==> src/verilog/mst_pkg.sv <==
/*
  Shared constants and types for the memory self-test and init block.
  Assumes a 250 MHz bus clock and one shared memory command port.
*/
package mst_pkg;
  // Clock figures; the ROM clock divider never goes below the derived floor
  localparam int BUS_CLK_MHZ = 250;
  localparam int ROM_CLK_MAX_MHZ = 100;
  localparam int ROM_DIV_MIN = (BUS_CLK_MHZ + ROM_CLK_MAX_MHZ - 1) / ROM_CLK_MAX_MHZ;
  localparam int MEM_AW = 14;
  localparam int MEM_WORDS = 16384;
  localparam int NUM_INIT = 17;
  localparam int NUM_GRP = 32;
  localparam int NUM_EV = 4;
  localparam int NUM_SPI = 3;

  ////////////////////////////////////////////////////////////////////////////
  // Register byte addresses
  localparam logic [31:0] ADDR_TEST_GCR = 32'h0fff_ff58;
  localparam logic [31:0] ADDR_INIT_GCR = 32'h0fff_ff5c;
  localparam logic [31:0] ADDR_INIT_SEL = 32'h0fff_ff60;
  localparam logic [31:0] ADDR_DOM_SEL = 32'h0fff_ff64;
  localparam logic [31:0] ADDR_STATUS = 32'h0fff_ff68;
  localparam logic [31:0] ADDR_MASK = 32'h0fff_ff6c;
  localparam logic [31:0] ADDR_STATE = 32'h0fff_ff70;

  // Test and init global control fields
  localparam int GCR_DIV_LSB = 0;
  localparam int GCR_START = 4;
  localparam int GCR_ALGO_LSB = 8;
  localparam int GCR_GRP_LSB = 16;
  localparam int INIT_START = 0;
  localparam logic [31:0] TEST_GCR_RESET = 32'h0000_0800;

  // One-hot algorithm mask
  localparam logic [3:0] ALGO_TRIPLE_SLOW = 4'h1;
  localparam logic [3:0] ALGO_TRIPLE_FAST = 4'h2;
  localparam logic [3:0] ALGO_MARCH_DP = 4'h4;
  localparam logic [3:0] ALGO_MARCH_SP = 4'h8;

  // Self-test groups by memory kind
  localparam logic [4:0] GRP_BANK_A = 5'h06;
  localparam logic [4:0] GRP_BANK_B = 5'h15;
  localparam logic [31:0] GRP_ROM = 32'h0000_0006;
  localparam logic [31:0] GRP_SINGLE = 32'h0020_0040;
  localparam logic [31:0] GRP_DUAL = 32'h001c_7fb8;

  // Init select map: main banks, DMA, IRQ vectors, timers, units, CAN, SPI, ADC
  localparam int INIT_MAIN = 0;
  localparam logic [NUM_INIT-1:0] INIT_PRESENT = 17'h1_ddff;
  localparam logic [NUM_INIT-1:0] INIT_ODD_PAR = 17'h1_ddfe;
  localparam int SPI_BIT0 = 7;
  localparam int SPI_BIT1 = 11;
  localparam int SPI_BIT2 = 12;

  // Status and state register bits
  localparam int ST_TEST_DONE = 0;
  localparam int ST_INIT_DONE = 1;
  localparam int ST_TEST_FAIL = 2;
  localparam int ST_ALGO_ERR = 3;
  localparam int STA_TEST_BUSY = 0;
  localparam int STA_INIT_BUSY = 1;

  // Check-bit masks: seven syndrome bits plus overall parity in bit 7
  localparam logic [6:0][31:0] ECC_MASK = '{
    32'h5555_5555, 32'h6666_6666, 32'h7878_7878, 32'h7f80_7f80,
    32'h7fff_8000, 32'h8000_0000, 32'hffff_fffe};

  localparam logic [1:0] AXI_OKAY = 2'h0;
  localparam logic [1:0] AXI_SLVERR = 2'h2;

  typedef struct packed {
    logic req;
    logic we;
    logic [MEM_AW-1:0] addr;
    logic [31:0] wdata;
    logic [7:0] chk;
  } mst_mem_cmd_t;

  typedef enum {
    S_IDLE, S_W0, S_RD, S_WAIT, S_CMP, S_ROM_RD, S_ROM_CMP, S_SCAN, S_INIT_WR
  } mst_state_t;
endpackage

==> src/verilog/mst_rom_div.sv <==
/*
  ROM clock divider: a one-cycle tick at the divided ROM rate.
  Assumes the divide field is stable while the test engine runs.
*/
`timescale 1ns/10ps
module mst_rom_div import mst_pkg::*; (
  // Clock and reset
  input wire logic aclk,
  input wire logic aresetn,
  // Divide select, divide by sel+1 with a floor
  input wire logic [1:0] div_sel,
  output logic tick
);
  logic [2:0] cnt;
  logic [2:0] top;

  always_comb begin
    top = 3'(div_sel) ;
    if (int'(div_sel) + 1 < ROM_DIV_MIN) begin
      top = 3'(ROM_DIV_MIN - 1);
    end
  end

  always_ff @(posedge aclk) begin
    if (!aresetn) begin
      cnt <= 3'h0;
      tick <= 1'b0;
    end else if (cnt >= top) begin
      cnt <= 3'h0;
      tick <= 1'b1;
    end else begin
      cnt <= cnt + 3'h1;
      tick <= 1'b0;
    end
  end
endmodule

==> src/verilog/mst_addr_walk.sv <==
/*
  Word address walker shared by the test engine and the init sequencer.
  Start takes priority when start and step are raised together.
*/
`timescale 1ns/10ps
module mst_addr_walk import mst_pkg::*; #(
  parameter int WORDS = MEM_WORDS
) (
  // Clock and reset
  input wire logic aclk,
  input wire logic aresetn,
  // Control
  input wire logic start,
  input wire logic step,
  // Position
  output logic [MEM_AW-1:0] addr,
  output logic last
);
  assign last = (addr == MEM_AW'(WORDS - 1));

  always_ff @(posedge aclk) begin
    if (!aresetn) begin
      addr <= '0;
    end else if (start) begin
      addr <= '0;
    end else if (step && !last) begin
      addr <= addr + MEM_AW'(1);
    end
  end
endmodule

==> src/verilog/mst_ctrl.sv <==
/*
  Memory self-test engine and hardware init sequencer with AXI4-Lite registers.
  Assumes memory read data is valid the cycle after a read command shows.
*/
`timescale 1ns/10ps
// Summary of operation
// ROM accesses are paced by a clock no faster than 100 MHz.
// ROM clock divided from bus clock by the global control divide field.
// One-hot algorithm mask: 1 slow, 2 fast triple read, 4/8 March.
// Main bank A is single-port group 6, tested with single-port March.
// Main bank B is single-port group 21, tested with single-port March.
// Software should prefer March for RAM; other algorithms stay selectable (code rejects any non-March algorithm on a RAM group).
// Each group is tested alone, never needing another group.
// Init writes known data with matching parity or ECC check bits.
// Init control register starts the sequence; select register picks memories.
// Select bits map main banks, DMA, vectors, timers, CAN, SPI, ADC.
// Main RAM power domain bits choose which domains init touches.
// Each SPI module self-inits its RAMs on release from local reset.
// Software releases SPI local reset before requesting system init of it.
// Finishing a test or init sets a done flag, pollable or interrupting.
// Memories under test or init are held from normal access.
module mst_ctrl import mst_pkg::*; #(
  parameter int WORDS = MEM_WORDS
) (
  // Clock and reset
  input wire logic aclk,
  input wire logic aresetn,
  // AXI4-Lite slave
  input wire logic [31:0] s_axi_awaddr,
  input wire logic s_axi_awvalid,
  output logic s_axi_awready,
  input wire logic [31:0] s_axi_wdata,
  input wire logic [3:0] s_axi_wstrb,
  input wire logic s_axi_wvalid,
  output logic s_axi_wready,
  output logic [1:0] s_axi_bresp,
  output logic s_axi_bvalid,
  input wire logic s_axi_bready,
  input wire logic [31:0] s_axi_araddr,
  input wire logic s_axi_arvalid,
  output logic s_axi_arready,
  output logic [31:0] s_axi_rdata,
  output logic [1:0] s_axi_rresp,
  output logic s_axi_rvalid,
  input wire logic s_axi_rready,
  // Memory port
  output mst_mem_cmd_t mem_cmd,
  input wire logic [31:0] mem_rdata,
  output logic [NUM_GRP-1:0] test_hold,
  output logic [NUM_INIT-1:0] init_hold,
  output logic [NUM_INIT-1:0] mem_init_target,
  output logic [1:0] main_ram_domain_en,
  // SPI local reset status and self-init requests
  input wire logic [NUM_SPI-1:0] spi_rst_released,
  output logic [NUM_SPI-1:0] spi_self_init,
  // Interrupt
  output logic irq
);
  ////////////////////////////////////////////////////////////////////////////
  // Declarations
  logic aw_full, w_full, wr_do, rd_clr;
  logic [31:0] awaddr_q, wdata_q;
  logic [31:0] test_gcr;
  logic [NUM_INIT-1:0] init_sel;
  logic [1:0] dom_sel;
  logic [NUM_EV-1:0] status, mask, ev;
  logic test_go, test_go_q, init_go, algo_ok, is_rom, rom_tick, rom_ph, fail;
  logic [3:0] algo;
  logic [4:0] grp;
  logic [1:0] pass, rcnt;
  logic [31:0] rom_first;
  logic [4:0] idx;
  logic [NUM_INIT-1:0] init_eff;
  logic [NUM_SPI-1:0] spi_s1, spi_s2, spi_s3;
  logic walk_start, walk_step, walk_last;
  logic [MEM_AW-1:0] walk_addr;
  mst_state_t state;

  function automatic logic [7:0] chk_calc(input logic [31:0] d, input logic odd);
    logic [7:0] c;
    c = '0;
    for (int i = 0; i < 7; i++) begin
      c[i] = ^(d & ECC_MASK[i]);
    end
    c[7] = (^d) ^ odd;
    return c;
  endfunction

  assign wr_do = aw_full && w_full && !s_axi_bvalid;
  assign rd_clr = s_axi_arvalid && s_axi_arready && (s_axi_araddr == ADDR_STATUS);
  assign algo = test_gcr[GCR_ALGO_LSB +: 4];
  assign grp = test_gcr[GCR_GRP_LSB +: 5];
  assign is_rom = GRP_ROM[grp];
  assign test_go = wr_do && (awaddr_q == ADDR_TEST_GCR) && wdata_q[GCR_START];
  assign init_go = wr_do && (awaddr_q == ADDR_INIT_GCR) && wdata_q[INIT_START];
  assign algo_ok = (GRP_ROM[grp] && (algo == ALGO_TRIPLE_SLOW || algo == ALGO_TRIPLE_FAST))
                || (GRP_DUAL[grp] && algo == ALGO_MARCH_DP)
                || (GRP_SINGLE[grp] && algo == ALGO_MARCH_SP);

  // Selected, present memories; SPI RAMs still in local reset are skipped
  always_comb begin
    init_eff = init_sel & INIT_PRESENT;
    init_eff[SPI_BIT0] = init_eff[SPI_BIT0] & spi_s2[0];
    init_eff[SPI_BIT1] = init_eff[SPI_BIT1] & spi_s2[1];
    init_eff[SPI_BIT2] = init_eff[SPI_BIT2] & spi_s2[2];
    if (dom_sel == 2'h0) begin
      init_eff[INIT_MAIN] = 1'b0;
    end
  end

  ////////////////////////////////////////////////////////////////////////////
  // AXI4-Lite write channel
  always_ff @(posedge aclk) begin
    if (!aresetn) begin
      aw_full <= 1'b0;
      w_full <= 1'b0;
      awaddr_q <= '0;
      wdata_q <= '0;
      s_axi_awready <= 1'b1;
      s_axi_wready <= 1'b1;
      s_axi_bvalid <= 1'b0;
      s_axi_bresp <= AXI_OKAY;
    end else begin
      if (s_axi_awvalid && s_axi_awready) begin
        aw_full <= 1'b1;
        awaddr_q <= s_axi_awaddr;
        s_axi_awready <= 1'b0;
      end
      if (s_axi_wvalid && s_axi_wready) begin
        w_full <= 1'b1;
        wdata_q <= s_axi_wdata;
        s_axi_wready <= 1'b0;
      end
      if (wr_do) begin
        s_axi_bvalid <= 1'b1;
        s_axi_bresp <= (awaddr_q inside {ADDR_TEST_GCR, ADDR_INIT_GCR, ADDR_INIT_SEL,
                         ADDR_DOM_SEL, ADDR_STATUS, ADDR_MASK, ADDR_STATE}) ?
                       AXI_OKAY : AXI_SLVERR;
      end
      if (s_axi_bvalid && s_axi_bready) begin
        s_axi_bvalid <= 1'b0;
        aw_full <= 1'b0;
        w_full <= 1'b0;
        s_axi_awready <= 1'b1;
        s_axi_wready <= 1'b1;
      end
    end
  end

  // Writable registers; byte strobes are kept in a latched form
  logic [3:0] wstrb_q;
  logic [31:0] wm_q;
  always_ff @(posedge aclk) begin
    if (!aresetn) begin
      wstrb_q <= 4'h0;
    end else if (s_axi_wvalid && s_axi_wready) begin
      wstrb_q <= s_axi_wstrb;
    end
  end
  assign wm_q = {{8{wstrb_q[3]}}, {8{wstrb_q[2]}}, {8{wstrb_q[1]}}, {8{wstrb_q[0]}}};

  always_ff @(posedge aclk) begin
    if (!aresetn) begin
      test_gcr <= TEST_GCR_RESET;
      init_sel <= '0;
      dom_sel <= 2'h3;
      mask <= '0;
    end else if (wr_do && state == S_IDLE) begin
      unique case (awaddr_q)
        ADDR_TEST_GCR: test_gcr <= (test_gcr & ~wm_q) | (wdata_q & wm_q);
        ADDR_INIT_SEL: init_sel <= NUM_INIT'((init_sel & ~wm_q) | (wdata_q & wm_q));
        ADDR_DOM_SEL: dom_sel <= 2'((dom_sel & ~wm_q) | (wdata_q & wm_q));
        ADDR_MASK: mask <= NUM_EV'((mask & ~wm_q) | (wdata_q & wm_q));
        default: ;
      endcase
    end
  end

  ////////////////////////////////////////////////////////////////////////////
  // AXI4-Lite read channel
  always_ff @(posedge aclk) begin
    if (!aresetn) begin
      s_axi_arready <= 1'b1;
      s_axi_rvalid <= 1'b0;
      s_axi_rdata <= '0;
      s_axi_rresp <= AXI_OKAY;
    end else if (s_axi_arvalid && s_axi_arready) begin
      s_axi_arready <= 1'b0;
      s_axi_rvalid <= 1'b1;
      s_axi_rresp <= AXI_OKAY;
      unique case (s_axi_araddr)
        ADDR_TEST_GCR: s_axi_rdata <= test_gcr & ~(32'h1 << GCR_START);
        ADDR_INIT_GCR: s_axi_rdata <= {31'h0, state inside {S_SCAN, S_INIT_WR}};
        ADDR_INIT_SEL: s_axi_rdata <= 32'(init_sel);
        ADDR_DOM_SEL: s_axi_rdata <= 32'(dom_sel);
        ADDR_STATUS: s_axi_rdata <= 32'(status);
        ADDR_MASK: s_axi_rdata <= 32'(mask);
        ADDR_STATE: s_axi_rdata <= {grp, 24'h0, idx == 5'h0,
                                    |init_hold, |test_hold};
        default: begin
          s_axi_rdata <= '0;
          s_axi_rresp <= AXI_SLVERR;
        end
      endcase
    end else if (s_axi_rvalid && s_axi_rready) begin
      s_axi_rvalid <= 1'b0;
      s_axi_arready <= 1'b1;
    end
  end

  ////////////////////////////////////////////////////////////////////////////
  // Status, mask and interrupt; a new event wins over the read clear
  always_ff @(posedge aclk) begin
    if (!aresetn) begin
      status <= '0;
      irq <= 1'b0;
    end else begin
      status <= (rd_clr ? '0 : status) | ev;
      irq <= |(((rd_clr ? '0 : status) | ev) & mask);
    end
  end

  ////////////////////////////////////////////////////////////////////////////
  // SPI local reset release and self-init requests
  always_ff @(posedge aclk) begin
    if (!aresetn) begin
      spi_s1 <= '0;
      spi_s2 <= '0;
      spi_s3 <= '0;
      spi_self_init <= '0;
    end else begin
      spi_s1 <= spi_rst_released;
      spi_s2 <= spi_s1;
      spi_s3 <= spi_s2;
      spi_self_init <= spi_s2 & ~spi_s3;
    end
  end

  ////////////////////////////////////////////////////////////////////////////
  // Sub-blocks
  mst_rom_div u_div (
    .aclk(aclk),
    .aresetn(aresetn),
    .div_sel(test_gcr[GCR_DIV_LSB +: 2]),
    .tick(rom_tick)
  );

  mst_addr_walk #(.WORDS(WORDS)) u_walk (
    .aclk(aclk),
    .aresetn(aresetn),
    .start(walk_start),
    .step(walk_step),
    .addr(walk_addr),
    .last(walk_last)
  );

  assign walk_start = (state == S_IDLE) || (state == S_SCAN)
                   || (state == S_CMP && walk_last && pass == 2'h1)
                   || (state == S_W0 && walk_last);
  assign walk_step = (state == S_W0) || (state == S_CMP) || (state == S_INIT_WR)
                  || (state == S_ROM_CMP && rcnt == 2'h2 && !mem_cmd.req);

  ////////////////////////////////////////////////////////////////////////////
  // Test and init sequencer
  always_ff @(posedge aclk) begin
    if (!aresetn) begin
      state <= S_IDLE;
      mem_cmd <= '0;
      test_hold <= '0;
      init_hold <= '0;
      mem_init_target <= '0;
      main_ram_domain_en <= 2'h0;
      pass <= 2'h0;
      rcnt <= 2'h0;
      rom_ph <= 1'b0;
      rom_first <= '0;
      fail <= 1'b0;
      idx <= 5'h0;
      ev <= '0;
      test_go_q <= 1'b0;
    end else begin
      ev <= '0;
      mem_cmd <= '0;
      // Start acts a cycle late so it sees the fields written along with it
      test_go_q <= test_go && state == S_IDLE;
      unique case (state)
        S_IDLE: begin
          idx <= 5'h0;
          pass <= 2'h0;
          rcnt <= 2'h0;
          fail <= 1'b0;
          if (test_go_q && !algo_ok) begin
            ev[ST_ALGO_ERR] <= 1'b1;
            ev[ST_TEST_DONE] <= 1'b1;
          end else if (test_go_q) begin
            test_hold <= NUM_GRP'(1) << grp;
            state <= is_rom ? S_ROM_RD : S_W0;
          end else if (init_go) begin
            init_hold <= init_eff;
            state <= S_SCAN;
          end
        end
        S_W0: begin
          mem_cmd <= '{1'b1, 1'b1, walk_addr, 32'h0, 8'h0};
          if (walk_last) begin
            pass <= 2'h1;
            state <= S_RD;
          end
        end
        S_RD: begin
          mem_cmd <= '{1'b1, 1'b0, walk_addr, 32'h0, 8'h0};
          state <= S_WAIT;
        end
        S_WAIT: state <= S_CMP;
        S_CMP: begin
          if (mem_rdata != ((pass == 2'h1) ? 32'h0 : 32'hffff_ffff)) begin
            fail <= 1'b1;
          end
          if (pass == 2'h1) begin
            mem_cmd <= '{1'b1, 1'b1, walk_addr, 32'hffff_ffff, 8'h0};
          end
          state <= S_RD;
          if (walk_last && pass == 2'h1) begin
            pass <= 2'h2;
          end else if (walk_last) begin
            state <= S_IDLE;
            test_hold <= '0;
            ev[ST_TEST_DONE] <= 1'b1;
            ev[ST_TEST_FAIL] <= fail || (mem_rdata != 32'hffff_ffff);
          end
        end
        S_ROM_RD: begin
          // Slow triple read uses every other divided tick
          if (rom_tick) begin
            rom_ph <= ~rom_ph;
            if (algo == ALGO_TRIPLE_FAST || rom_ph) begin
              mem_cmd <= '{1'b1, 1'b0, walk_addr, 32'h0, 8'h0};
              state <= S_ROM_CMP;
            end
          end
        end
        S_ROM_CMP: begin
          // Read data stands the cycle after the command has shown
          if (!mem_cmd.req) begin
            if (rcnt == 2'h0) begin
              rom_first <= mem_rdata;
            end else if (mem_rdata != rom_first) begin
              fail <= 1'b1;
            end
            rcnt <= (rcnt == 2'h2) ? 2'h0 : rcnt + 2'h1;
            state <= S_ROM_RD;
            if (rcnt == 2'h2 && walk_last) begin
              state <= S_IDLE;
              test_hold <= '0;
              ev[ST_TEST_DONE] <= 1'b1;
              ev[ST_TEST_FAIL] <= fail || (mem_rdata != rom_first);
            end
          end
        end
        S_SCAN: begin
          mem_init_target <= '0;
          main_ram_domain_en <= 2'h0;
          if (idx == 5'(NUM_INIT)) begin
            state <= S_IDLE;
            init_hold <= '0;
            ev[ST_INIT_DONE] <= 1'b1;
          end else if (init_hold[idx]) begin
            mem_init_target <= NUM_INIT'(1) << idx;
            main_ram_domain_en <= (idx == 5'(INIT_MAIN)) ? dom_sel : 2'h0;
            state <= S_INIT_WR;
          end else begin
            idx <= idx + 5'h1;
          end
        end
        S_INIT_WR: begin
          mem_cmd <= '{1'b1, 1'b1, walk_addr, 32'h0,
                       chk_calc(32'h0, INIT_ODD_PAR[idx])};
          if (walk_last) begin
            idx <= idx + 5'h1;
            state <= S_SCAN;
          end
        end
        default: state <= S_IDLE;
      endcase
    end
  end
endmodule

==> config.mk <==
export PLATFORM = sky130hd
export DESIGN_NAME = mst_ctrl
export DESIGN_NICKNAME = d
export VERILOG_FILES = /design/src/verilog/mst_pkg.sv /design/src/verilog/mst_rom_div.sv /design/src/verilog/mst_addr_walk.sv /design/src/verilog/mst_ctrl.sv
export SDC_FILE = /design/constraint.sdc
export NUM_CORES = 1
export LEC_CHECK = 0
export ABC_AREA = 1
export BUFFER_PORTS_ARGS = -buffer_cell sky130_fd_sc_hd__buf_2
export CAP_MARGIN = 10
export CORE_MARGIN = 2
export CORE_UTILIZATION = 45
export CTS_CLUSTER_DIAMETER = 120
export DETAILED_ROUTE_END_ITERATION = 8
export GPL_ROUTABILITY_DRIVEN = 0
export PLACE_DENSITY = 0.7
export SYNTH_ARGS = -nofsm -noshare
export SYNTH_HDL_FRONTEND = slang
export SYNTH_SLANG_ARGS = --single-unit
==> constraint.sdc <==
create_clock -name aclk -period 1.9 [get_ports aclk]
set_input_delay 0.38 -clock aclk [delete_from_list [all_inputs] [get_ports aclk]]
set_output_delay 0.38 -clock aclk [all_outputs]
set_load 0.02 [all_outputs]
==> impl_results.md <==
* Share of cells above drive strength 1 at 36.2%
* Yosys reg bits at 338
* Hold Buf Count CTS at 0
* CTS sink cnt at 338
* CP Capture Type: flop
* Final Hold Viols at 0
* Antenna Nets Post-Route at 0
* Clk slew on worst S/H paths at 0.06 ns
* Die Ht at 185 µm
* Num CTS Buffers at 38
* Commonest cells in the netlist: dfxtp_1, nand2_1, nor2_1
* PD cells at 1060 mW/mm²
* Cells after Synth at 1994
* Nets@finish at 2581
* Post-synth cell types at 48
* Root Driver: clkbuf_16
* Peak supply drop at 593 µV
* Status: finished, violations left
* Cell with the most instances after synthesis: dfxtp_1
* Dpl cell area at 0.0175 mm²
* Final WS setup at -0.210 ns
* Final TNS setup at -8.32 ns
* First-pass GRT wire length at 69700 µm
* Utilization after layout at 64.2%
* Max Clk Rate at 474 MHz
* HP Class: in2reg
* TritonCTS clock tree: yes
* H-tree Lvls at 2
* Die span in x at 185 µm
* DR DRC count at 0
* Relative slew slack at 33.3%
* Post-synth EDFFs at 0
* Final worst-path cycle share at 111%
* Yosys warning total at 0
* Minimum clock period after layout at 2.11 ns
* DRT iter0 DRCs at 1041
* RSZ-0062 raised after global routing: true
* Register-to-Register Path Depth at 13
* Total grt overflow at 0
* Total power draw at 22.0 mW
* Leakage power at 8.76 nW
* Post-synth top area share at 46.0%
* Per-cell routed wire length at 16.4 µm
* Final max-slew violation count at 0
* Vias in the first global route at 13900
* Ys flop type: dfxtp_1
* Final hold slack at 0.0251 ns
* Antenna violations before repair at 1
* TritonRoute pass-1 iters at 5
* Post-route design area at 0.0208 mm²
* Final HPWL DP at 32200 µm
* Area delta synth->final at 41.3%
* Crit Path Class: reg2reg
* Row cnt at 66
* Clk_lat worst skew at 0.54 ns
* Vias per inst at 5.28
* Syn_area_per_cell at 7.38 µm²
* Ant. Diodes at 0
* Data required, critical path at 2.31 ns
* Crit-path max FO at 6
* Setup crit start kind: flop
* Critical path arrival at 2.52 ns
* CTS Buffer Depth at 3
* DR vias at 15300
* Post-Syn Area at 0.0147 mm²
* Global Route Usage Sum at 25.4%
* Max Cap Violations at 0
* Violated checks: setup timing
* Asr flop ratio synth at 0%
* I/O pin cnt at 311
* Sequential-to-total area share from yosys stat at 46.0%
* Filler cell count at 2694
* Worst hold path depth at 3
* Worst Skew at 0.0217 ns
* Synth area leader: dfxtp_1
* Initial core utilization at 45.5%
* Synth area leaders: dfxtp_1, nand2_1, nor2_1, a21oi_1, o21ai_0
* Final setup viols at 87
* Largest net degree at the start of global routing at 74
* Worst Tran Pin Value at 0.999 ns
* Die ar. at 0.0342 mm²
* Port bufs at 299
* Final WL at 47400 µm
* Core area at 0.0324 mm²
-- where the power goes --
| group | internal [mW] | switching, mW |
|---|---|---|
| combinational | 2.74 | 3.93 |
| sequential | 7.63 | 0.411 |
| clock | 4.27 | 2.98 |
-- kinds of logic after synthesis --
| kind of cell | count (synthesis) | share of synthesized area [%] |
|---|---|---|
| fa+ha+maj | 14 | 1.19 |
| other cells | 1 | 0.0255 |
| compound gates | 413 | 15.3 |
| buf+inv | 310 | 9.39 |
| xor+xnor | 31 | 1.84 |
| flops | 338 | 46.0 |
| simple gates | 887 | 26.3 |
-- through the flow --
step | instances | setup WS [ns]
6_report | 2895 | -0.210
5_1_grt | 2895 | -0.286
4_1_cts | 2857 | -0.123
3_5_place_dp | 2777 | -0.234
3_3_place_gp | 2777 | -0.172
2_1_floorplan | 2005 | -0.0295
-- worst paths after layout --
kind / to / start / slack (ns)
worst max-delay path: state[2] / awaddr_q[7] / -0.21
worst min-delay path: spi_s1[0] / spi_rst_released[0] / 0.03
worst max register to register: state[2] / awaddr_q[7] / -0.21
worst min register to register: spi_self_init[1] / spi_s3[1] / 0.38
-- critical path, cell delays in order (launching register included) --
cell	delay, ns
dfxtp_2	0.31
inv_2	0.06
nand2_4	0.06
nor3_4	0.14
nand4_1	0.23
nor2_4	0.15
nand4_1	0.26
nand3_1	0.18
nand3_1	0.09
nor2_2	0.16
buf_6	0.15
nand2_2	0.04
o21ai_1	0.09
nor2_1	0.05
-- per-layer routing --
metal	routed length, µm	track usage, %
met1	19600	32.8
met2	23100	43.6
met3	3530	4.66
met4	1160	7.05
met5	13	0
-- final cells by class --
class                           instances  area [µm²]  share of cell area (%)
Timing Repair inverter                  2        13.8                  0.0662
Timing Repair Buffer                  507        3440                    16.5
Inverter                              179         713                    3.43
Clock inverter                         13         115                   0.554
Tap cell                              442         553                    2.66
Multi-Input combinational cell       1359        8030                    38.6
Clock buffer                           55        1130                    5.42
Sequential cell                       338        6800                    32.7
-- placed cells by master (no fill, tap or decap), types with 31 or more instances in the layout --
master / synthesis / layout
dfxtp_1: 338 / 318
nor4_1: 34 / 31
a21oi_1: 181 / 128
a21oi_2: 3 / 46
buf_2: 13 / 298
nand3_1: 113 / 77
o21ai_0: 165 / 139
buf_4: 47 / 161
nand4_1: 47 / 47
nor2_1: 304 / 273
inv_1: 152 / 135
clkbuf_16: 0 / 43
nand2_1: 316 / 278
-- what timing repair did --
action | CTS | global route
gates cloned | 2 | 9
endpoints found under the setup margin | 93 | 183
resized for setup | 93 | 321
buffers inserted | 10 | 32
pin swaps | 23 | 87
(Power assumes the default switching activity.)
